File: config.mk
export PLATFORM = sky130hd
export DESIGN_NAME = wdlm_decode
export DESIGN_NICKNAME = d
export VERILOG_FILES = /design/src/pkg/wdlm_pkg.sv /design/src/rtl/wdlm_section_ram.sv /design/src/rtl/wdlm_decode.sv
export SDC_FILE = /design/constraint.sdc
export NUM_CORES = 1
export LEC_CHECK = 0
export BUFFER_PORTS_ARGS = -buffer_cell sky130_fd_sc_hd__buf_2
export CORE_MARGIN = 1
export CORE_UTILIZATION = 56
export CTS_BUF_LIST = sky130_fd_sc_hd__clkbuf_16
export CTS_CLUSTER_DIAMETER = 200
export DETAILED_ROUTE_END_ITERATION = 10
export HOLD_SLACK_MARGIN = 0.06
export PLACE_DENSITY = 0.79
export REMOVE_ABC_BUFFERS = 1
export SYNTH_ARGS = -nofsm -noshare
export SYNTH_HDL_FRONTEND = slang
export SYNTH_HIERARCHICAL = 1
export SYNTH_SLANG_ARGS = --single-unit
File: constraint.sdc
create_clock -name clock -period 3 [get_ports clock]
set_input_delay 0.15 -clock clock [delete_from_list [all_inputs] [get_ports clock]]
set_output_delay 0.15 -clock clock [all_outputs]
set_load 0.03 [all_outputs]
File: src/pkg/wdlm_pkg.sv
// package: constants and types for the watchdog limit #2 and mux decode block
//
// Function
// - pointer 10 selects section three access
// - enabled watchdog compares limit one, then two
// - bit 8 is limit two sign
// - bit 9 picks above or below trip
// - bits 10-15 have no effect
// - eight-channel decode; negative code 000 is ground
// - four-channel decode; codes 1XX leave output open
// - diagnostic: 000 none, 001 references, else inputs
// - diagnostic decode only while config bit 11 set
// - limit two pass sets limit_two_status bit n
package wdlm_pkg;

  // ----------------------------------------------------------------
  // register fields
  // ----------------------------------------------------------------
  localparam int WDLM_NUM_INSTR = 8;
  localparam logic [1:0] WDLM_PTR_SECTION_THREE = 2'h2;
  localparam int WDLM_CFG_PTR_LSB = 8;
  localparam int WDLM_CFG_DIAG_BIT = 11;
  localparam int WDLM_S1_WDOG_EN_BIT = 11;
  localparam int WDLM_S1_POS_LSB = 2;
  localparam int WDLM_S1_NEG_LSB = 5;
  localparam int WDLM_S3_MAG_LSB = 0;
  localparam int WDLM_S3_SIGN_BIT = 8;
  localparam int WDLM_S3_DIR_BIT = 9;
  localparam logic [15:0] WDLM_S3_USED_MASK = 16'h03FF;
  localparam logic [15:0] WDLM_S3_RESET = 16'h0000;
  localparam int WDLM_LIM2_STATUS_LSB = 8;
  localparam logic [2:0] WDLM_CODE_ZERO = 3'h0;
  localparam logic [2:0] WDLM_CODE_ONE = 3'h1;

  // ----------------------------------------------------------------
  // mux connection encoding
  // ----------------------------------------------------------------
  typedef enum logic [1:0] {
    WDLM_CONN_NONE = 2'h0,
    WDLM_CONN_INPUT = 2'h1,
    WDLM_CONN_GROUND = 2'h2,
    WDLM_CONN_REF = 2'h3
  } wdlm_conn_e;

  typedef struct packed {
    wdlm_conn_e kind;
    logic [2:0] channel;
  } wdlm_mux_sel_s;

  typedef struct packed {
    logic valid;
    logic [2:0] instr;
    logic [8:0] value;
  } wdlm_sample_s;

  typedef enum logic [2:0] {
    WDLM_ST_IDLE = 3'b001,
    WDLM_ST_LIMIT_ONE = 3'b010,
    WDLM_ST_LIMIT_TWO = 3'b100
  } wdlm_state_e;

endpackage

File: src/rtl/wdlm_section_ram.sv
// eight-word memory holding instruction section three
`timescale 1ns/100ps
`default_nettype none
module wdlm_section_ram
  import wdlm_pkg::*;
(
  input wire logic clock,
  input wire logic wr_en,
  input wire logic [2:0] wr_addr,
  input wire logic [15:0] wr_data,
  input wire logic [2:0] rd_addr,
  output logic [15:0] rd_data
);
  logic [15:0] mem [WDLM_NUM_INSTR];
  logic [15:0] rd_data_next;

  always_comb begin
    rd_data_next = mem[rd_addr];
  end

  // no reset on the array; software programs every word before use
  always_ff @(posedge clock) begin
    if (wr_en) begin
      mem[wr_addr] <= wr_data;
    end
    rd_data <= rd_data_next;
  end
endmodule
`default_nettype wire

File: src/rtl/wdlm_decode.sv
// section three watchdog limit compare and channel select decode
`timescale 1ns/100ps
`default_nettype none
module wdlm_decode
  import wdlm_pkg::*;
(
  input wire logic clock,
  input wire logic rst,
  input wire logic [15:0] config_word,
  input wire logic [2:0] reg_addr,
  input wire logic reg_wr,
  input wire logic [15:0] reg_wdata,
  output logic [15:0] reg_rdata,
  input wire logic [15:0] section_one_word,
  input wire logic [8:0] limit_one_value,
  input wire logic limit_one_dir,
  input wire wdlm_sample_s sample,
  input wire logic variant_four,
  input wire logic [2:0] exec_instr,
  output wdlm_mux_sel_s mux_positive_output,
  output wdlm_mux_sel_s mux_negative_output,
  output logic limit_one_event,
  output logic limit_two_event,
  output logic [7:0] limit_two_status,
  input wire logic status_read
);

  // one compare at a time: a sample that arrives while the two steps
  // are running is dropped, so the sequencer must space them out

  // ----------------------------------------------------------------
  // decode helpers
  // ----------------------------------------------------------------
  function automatic wdlm_mux_sel_s decode_sel(input logic [2:0] code, input logic neg,
                                               input logic four, input logic diag);
    wdlm_mux_sel_s r;
    r.channel = code;
    r.kind = WDLM_CONN_INPUT;
    if (diag) begin
      if (code == WDLM_CODE_ZERO) begin
        r.kind = WDLM_CONN_NONE;
      end else if (code == WDLM_CODE_ONE) begin
        r.kind = WDLM_CONN_REF;
      end
    end else if (four && code[2]) begin
      r.kind = WDLM_CONN_NONE;
    end else if (neg && code == WDLM_CODE_ZERO) begin
      r.kind = WDLM_CONN_GROUND;
    end
    return r;
  endfunction

  // signed nine-bit ordering: sign bit then eight magnitude bits
  function automatic logic passed(input logic [8:0] smp, input logic [8:0] lim,
                                  input logic above);
    logic gt;
    logic lt;
    gt = $signed(smp) > $signed(lim);
    lt = $signed(smp) < $signed(lim);
    return above ? gt : lt;
  endfunction

  // ----------------------------------------------------------------
  // register access to section three
  // ----------------------------------------------------------------
  logic sec3_sel;
  logic ram_wr;
  logic [15:0] ram_wdata;
  logic [15:0] ram_rdata;
  logic [2:0] ram_rd_addr;
  logic [15:0] lim_word;

  assign sec3_sel = config_word[WDLM_CFG_PTR_LSB +: 2] == WDLM_PTR_SECTION_THREE;
  // any other pointer value addresses another section, so the write is dropped here
  assign ram_wr = reg_wr && sec3_sel;
  // unused bits are stored but never read by the compare
  assign ram_wdata = reg_wdata;

  // ----------------------------------------------------------------
  // compare sequencer
  // ----------------------------------------------------------------
  wdlm_state_e state_reg, state_next;
  logic [8:0] smp_reg, smp_next;
  logic [2:0] instr_reg, instr_next;
  logic ev1_next, ev2_next;
  logic [7:0] status_reg, status_next;
  logic [15:0] rdata_next;

  // the one read port is shared: the compare owns it while busy
  // limitation: a read issued during a compare returns the compare word,
  // so software reads the section only while the watchdog is idle
  assign ram_rd_addr = (state_reg == WDLM_ST_IDLE) ? reg_addr : instr_reg;
  assign lim_word = ram_rdata & WDLM_S3_USED_MASK;

  // ----------------------------------------------------------------
  // limit two word fields
  // ----------------------------------------------------------------
  logic [8:0] lim_two_value;
  logic lim_two_above;
  logic lim_two_trip;
  logic [7:0] status_set;

  // sign sits above the eight magnitude bits, so the pair reads as one signed word
  assign lim_two_value = {lim_word[WDLM_S3_SIGN_BIT], lim_word[WDLM_S3_MAG_LSB +: 8]};
  assign lim_two_above = lim_word[WDLM_S3_DIR_BIT];
  // the word is only valid in the second step, so the trip is gated by state
  assign lim_two_trip = (state_reg == WDLM_ST_LIMIT_TWO)
                        && passed(smp_reg, lim_two_value, lim_two_above);

  // ----------------------------------------------------------------
  // status flags
  // ----------------------------------------------------------------
  // one set term per instruction; the clear is applied before the set
  // so that a trip landing in the clearing cycle is not lost
  generate
    for (genvar gi = 0; gi < WDLM_NUM_INSTR; gi++) begin : g_flag
      assign status_set[gi] = lim_two_trip && (instr_reg == 3'(gi));
    end
  endgenerate

  wdlm_section_ram u_ram (
    .clock(clock),
    .wr_en(ram_wr),
    .wr_addr(reg_addr),
    .wr_data(ram_wdata),
    .rd_addr(ram_rd_addr),
    .rd_data(ram_rdata)
  );

  always_comb begin
    state_next = state_reg;
    smp_next = smp_reg;
    instr_next = instr_reg;
    ev1_next = 1'b0;
    ev2_next = 1'b0;
    status_next = status_reg;
    rdata_next = sec3_sel ? ram_rdata : 16'h0000;
    if (status_read) begin
      status_next = 8'h00;
    end
    status_next = status_next | status_set;
    case (state_reg)
      WDLM_ST_IDLE: begin
        if (sample.valid && section_one_word[WDLM_S1_WDOG_EN_BIT]) begin
          smp_next = sample.value;
          instr_next = sample.instr;
          state_next = WDLM_ST_LIMIT_ONE;
        end
      end
      WDLM_ST_LIMIT_ONE: begin
        ev1_next = passed(smp_reg, limit_one_value, limit_one_dir);
        state_next = WDLM_ST_LIMIT_TWO;
      end
      WDLM_ST_LIMIT_TWO: begin
        ev2_next = lim_two_trip;
        state_next = WDLM_ST_IDLE;
      end
      default: state_next = WDLM_ST_IDLE;
    endcase
  end

  // ----------------------------------------------------------------
  // sequencer and output registers
  // ----------------------------------------------------------------
  always_ff @(posedge clock) begin
    if (rst) begin
      state_reg <= WDLM_ST_IDLE;
      smp_reg <= 9'h000;
      instr_reg <= 3'h0;
      limit_one_event <= 1'b0;
      limit_two_event <= 1'b0;
      status_reg <= 8'h00;
      reg_rdata <= 16'h0000;
    end else begin
      state_reg <= state_next;
      smp_reg <= smp_next;
      instr_reg <= instr_next;
      limit_one_event <= ev1_next;
      limit_two_event <= ev2_next;
      status_reg <= status_next;
      reg_rdata <= rdata_next;
    end
  end

  assign limit_two_status = status_reg;

  // ----------------------------------------------------------------
  // channel select decode
  // ----------------------------------------------------------------
  logic diag_on;
  wdlm_mux_sel_s pos_next, neg_next;
  // the four-channel part has no diagnostic routing, so the
  // diagnostic bit is ignored there rather than half-applied
  assign diag_on = config_word[WDLM_CFG_DIAG_BIT] && !variant_four;

  always_comb begin
    pos_next = decode_sel(section_one_word[WDLM_S1_POS_LSB +: 3], 1'b0, variant_four,
                          diag_on);
    neg_next = decode_sel(section_one_word[WDLM_S1_NEG_LSB +: 3], 1'b1, variant_four,
                          diag_on);
  end

  // registered so the switch controls never see decode glitches
  always_ff @(posedge clock) begin
    if (rst) begin
      mux_positive_output <= '{kind: WDLM_CONN_NONE, channel: 3'h0};
      mux_negative_output <= '{kind: WDLM_CONN_NONE, channel: 3'h0};
    end else begin
      mux_positive_output <= pos_next;
      mux_negative_output <= neg_next;
    end
  end

  // ----------------------------------------------------------------
  // unused inputs
  // ----------------------------------------------------------------
  // the sample carries its own instruction number, so the executing
  // index is not needed by this block
  logic unused_exec;
  assign unused_exec = ^exec_instr;
endmodule
`default_nettype wire

# Yosys cells after proc, flatten, opt, wreduce, memory -nomap -nowiden
# Memory sizes are Yosys's and may differ from the RTL's. A register that Yosys moved wholly into a read port is not among the register bits.
# Index checks and enable logic that the tools add are counted.
[word_totals]
ff_bits = 51
ram_bits = 128
inputBits = 82
word_cells = 73
memories = 1
[op_classes]
n_lt_le_gt_ge = 4
eq_ne = 14
mux = 17
n_bitwise = 4
reduce_logical = 22
[memory_table]
columns = ["memory", "depth", "word_bits", "rd", "rd_ports_with_merged_regs", "write_ports", "line_no", "text"]
rows = [
  ["u_ram.mem", 8, 16, 1, 1, 1, "wdlm_section_ram.sv:14", "logic [15:0] mem [WDLM_NUM_INSTR];"],
]
[ops]
columns = ["op", "n"]
rows = [
  ["> comparator 9 bit", 2],
  ["< comparator 9 bit", 2],
  ["2-to-1 mux 2 bit", 8],
  ["== test 3 bit (second input constant)", 5],
  ["logical AND 1 bit", 14],
  ["== test 3 x 1 -> 1 bit (second input constant)", 4],
  ["== test 3 x 2 -> 1 bit (second input constant)", 3],
  ["logical NOT 3 bit", 3],
  ["2-to-1 mux 8 bit", 1],
  ["OR 8 bit", 1],
  ["2-to-1 mux 3 bit", 2],
  ["case mux 3 bit (2 select lines)", 1],
  ["OR reduction 2 bit", 3],
  ["2-to-1 mux 1 bit", 5],
  ["inverter 1 bit", 3],
  ["== test 2 bit (second input constant)", 1],
  ["inequality test 2 x 1 -> 1 bit (second input constant)", 1],
  ["AND reduction 2 bit", 1],
  ["logical NOT 1 bit", 1],
]

# Depth between registers and ports, before layout
[depth]
ltp_word = 5
ltp_mapped = 8
depth_no_buf = 7

# Modules after synthesis
# The synthesis kept the hierarchy.
[modules_own_cells]
columns = ["mod", "instances", "cells_each", "area_per_inst_um2"]
rows = [
  ["wdlm_section_ram", 1, 214, 5293.8],
  ["wdlm_decode", 1, 249, 2269.7],
]

# Worst setup path after synthesis
# No wires, ideal clock.
[synth_timing]
kind = "flip-flop to flip-flop"
start = "register state_reg[0]"
end = "register u_ram.rd_data[1] (read register of u_ram.mem)"
setup_ns = 0.121
arrival_ns = 2.139
slack_ns = 0.740
stages_incl_launch_ff = 7
path_buffers = 2
synth_period_minus_slack_ns = 2.260
cell_sequence = "dfxtp_1 > nor3b_1 > mux2_2 > buf_6 > buf_6 > mux4_1 > mux2_2"
[synth_between]
elab_chain_len = 2
[synth_rtl]
columns = ["item", "line_no", "text"]
rows = [
  ["start, declared", "wdlm_decode.sv:82", "wdlm_state_e state_reg, state_next;"],
  ["start signal, assigned", "wdlm_decode.sv:175", "state_reg <= state_next;"],
  ["== test 3 x 1 -> 1 bit", "wdlm_decode.sv:92", "assign ram_rd_addr = (state_reg == WDLM_ST_IDLE) ? reg_addr : instr_reg;"],
  ["2-to-1 mux 3 bit", "wdlm_decode.sv:92", ""],
  ["via ram_rd_addr[0]", "wdlm_decode.sv:70", "logic [2:0] ram_rd_addr;"],
  ["end, declared", "wdlm_section_ram.sv:12", "output logic [15:0] rd_data"],
]
# The timed path passes the listed nets, and every way through them passes these cells.
# A chain may end at the register's enable or synchronous reset.

# Final worst setup path
[layout_timing]
start = "register state_reg[0]"
end = "register u_ram.rd_data[14] (read register of u_ram.mem)"
# The elaborated chain is that of the path after synthesis.

==> flow_summary_export.csv <==
group,metric,value,unit
timing,setup_viol,0,
cts,clockBufferDepth,2,
power,power.share.switching,22.01,%
finish,top_register,"u_ram/mem",
drt,initialDrtViolationCount,230,
yosys,yosys_warnings,6,
outcome,status,"finished, violations left",
finish,fin_area,9183,µm²
cts,cts_root_buf,"clkbuf_16",
global_route,grt.busiest_layer,"met2",
worst_setup_path,critical_path_required,3310,ps
timing,post-route-period-util,88.40,%
timing,rsz0062_at_grt,"false",
timing,hold_violations,0,
worst_setup_path,cp_slowest_stage_delay,890,ps
drt,drc,1,
drt,drt-total-wl,14490,µm
yosys,synth_commonest_cells,"edfxtp_1, dfxtp_1, nand2_1",
power,powerDensity,613.1,nW/µm²
power,combPwrFrac,8.1,%
finish,syn_to_final_growth,21.41,%
cts,path_clk_slew,70,ps
yosys,ys_ff_latch,195,
worst_setup_path,crit_path_max_fanout,32,
yosys,synthCells,463,
floorplanning,row_count,42,
global_route,use_met1,27.52,%
yosys,synth_area_leaders,"edfxtp_1, dfxtp_1, mux4_1",
placement,portBuffers,92,
cts,cts_tree,"done",
power,netSwitchingPower,1.239,mW
global_route,gr-total-overflow,0,
drt,dr.pass1.iters,10,
floorplanning,initial_core_util,57.34,%
placement,dp.cells,722,
drt,vias,4391,
floorplanning,die_y,118.2,µm
finish,regArea,5185,µm²
timing,skew,8.571,ps
drt,post_drt_wl_per_cell,18.30,µm
floorplanning,ios,118,
timing,fmax,377.1,MHz
global_route,grt_pass1_vias,4426,
yosys,synth_largest_type_area_fraction,50.82,%
worst_setup_path,crit_type,"reg -> reg",
yosys,synth.most_common_cell,"edfxtp_1",
yosys,synthFlopType,"edfxtp_1",
placement,detailed_place_hpwl,8821,µm
timing,fin_crit,2652,ps
worst_setup_path,slowest_stage,"mux2_2",
finish,largest_reg_flops,128,
timing,fin_setup_tns,0,ps
power,ir_worst_vdd,0.4036,mV
timing,max-slew-margin-rel,33.78,%
cts,cts.repair.resized,0,
global_route,grt_pass1_wl,22820,µm
power,p_int,4.390,mW
cts,cts_num_sinks,195,
global_route,met2_usage,37.68,%
timing,tightest_slew,993.2,ps
global_route,grt_usage,21.96,%
cts,numCtsBuffers,17,
drt,postRouteAntennaNets,0,
yosys,netlist-cell-type-count,43,
yosys,yosysSeqAreaShare,68.55,%
yosys,syn_area,7564,µm²
placement,placed_area,8213,µm²
yosys,yosysTopAreaCell,"edfxtp_1",
worst_hold_path,hold_class,"in -> reg",
global_route,grt_max_degree,33,
global_route,met3_usage,4.730,%
cts,clock_latency,420,ps
timing,drv_slew,0,
outcome,failed_checks,"design-rule violations",
power,pwr-share-seq,52.8,%
worst_setup_path,cp.arrival,2970,ps
yosys,avgSynthCellArea,16.34,µm²
timing,timing.hold.ws,123.4,ps
worst_setup_path,crit_path_start_kind,"register",
finish,drive_above_1_share,26.46,%
finish,nets,704,
cts,htree_num_levels,4,
yosys,synth_enable_flop_cells,128,
power,pwr-share-clk,39.1,%
drt,routed_via_density,5.544,
yosys,synthArstFlopShare,0,%
floorplanning,core_area,13190,µm²
worst_setup_path,crit_chain,"nor3b_1 -> mux2_2 -> mux4_1 -> mux2_2",
finish,fillers,838,
finish,stdcell_count,792,
job,cap_violations,0,
worst_setup_path,cp-end-kind,"register",
floorplanning,die_w,118.2,µm
power,p_total,5.630,mW
worst_setup_path,cp_common_cell,"mux2_2",
finish,top_regs,"u_ram/mem x128, reg_rdata x16, u_ram/rd_data x16",
global_route,antenna_found_initial,0,
power,p_leak,3.507,nW
floorplanning,die_area,13970,µm²
finish,antennaDiodeCount,0,
placement,place.gp.congestion,0.8634,
finish,multi_input_area,2190,µm²
[cell usage in the layout, fill, tap and decap left out, types with 11 or more instances in the layout]
master,count
nand2_1,34
edfxtp_1,128
dlygate4sd3_1,39
nor2_1,17
inv_1,20
buf_4,11
ha_1,18
a21oi_1,17
buf_2,92
dfxtp_1,67
and2_1,16
mux4_1,28
mux2_2,19
clkbuf_16,17
[worst max-delay path, delay by kind of cell, from the launching register on]
family           cells  cell delay, ps
DFF                  1             390
muxes                3            1850
and+or+nand+nor      1             290
[layout make-up]
cell class                 count  area share [%]
sequential                   195           56.47
multi-input combinational    228           23.85
timing repair buffer         142           10.16
clock buffer                  17           4.633
tap                          176           2.398
clock inverter                14           1.676
inverter                      20          0.8175
[cells by family after synthesis]
| logic type | count (synthesis) | share of synthesized area [%] |
|---|---|---|
| flops | 195 | 68.55 |
| fa+ha+maj | 18 | 2.978 |
| compound gates | 37 | 3.176 |
| xor+xnor | 2 | 0.2316 |
| buf+inv | 40 | 2.630 |
| mux | 52 | 13.88 |
| simple gates | 119 | 8.553 |
[metal layers]
layer	vias up	wire length, µm
li1	2060	-
met1	2176	6247
met2	137	7334
met3	18	717
met4	0	190
met5	-	0
[path summary, 6_finish.rpt]
kind                           from  slack (ps)  cells after the start                  end
setup / recovery       state_reg[0]         350                      4    u_ram/rd_data[14]
hold / removal          status_read         120                      4  limit_two_status[1]
setup reg to reg       state_reg[0]         350                      4    u_ram/rd_data[14]
hold reg to reg   u_ram/rd_data[12]         430                      1        reg_rdata[12]
[power by group through the flow]
stage          combinational [mW]  clock, mW  sequential, mW
2_1_floorplan               0.236          0            3.05
3_3_place_gp                0.396          0            3.03
3_5_place_dp                0.416          0            3.03
4_1_cts                     0.459       2.23            2.97
5_1_grt                     0.500       2.34            2.98
6_report                    0.457       2.20            2.97
[stage by stage]
| stage | util (%) | worst slack [ps] |
|---|---|---|
| 2_1_floorplan | - | 485.3 |
| 3_3_place_gp | 62.27 | 357.5 |
| 3_5_place_dp | 62.27 | 328.5 |
| 4_1_cts | 69.62 | 318.0 |
| 5_1_grt | 69.62 | 157.5 |
| 6_report | 69.62 | 348.0 |
[repair_timing]
item / in CTS / in global routing
hold endpoints to repair: 151 / 0
hold buffers: 39 / 0
setup endpoints to repair: 0 / 0
buffers inserted: 0 / 0
No activity file was read; power rests on OpenSTA's default activity.
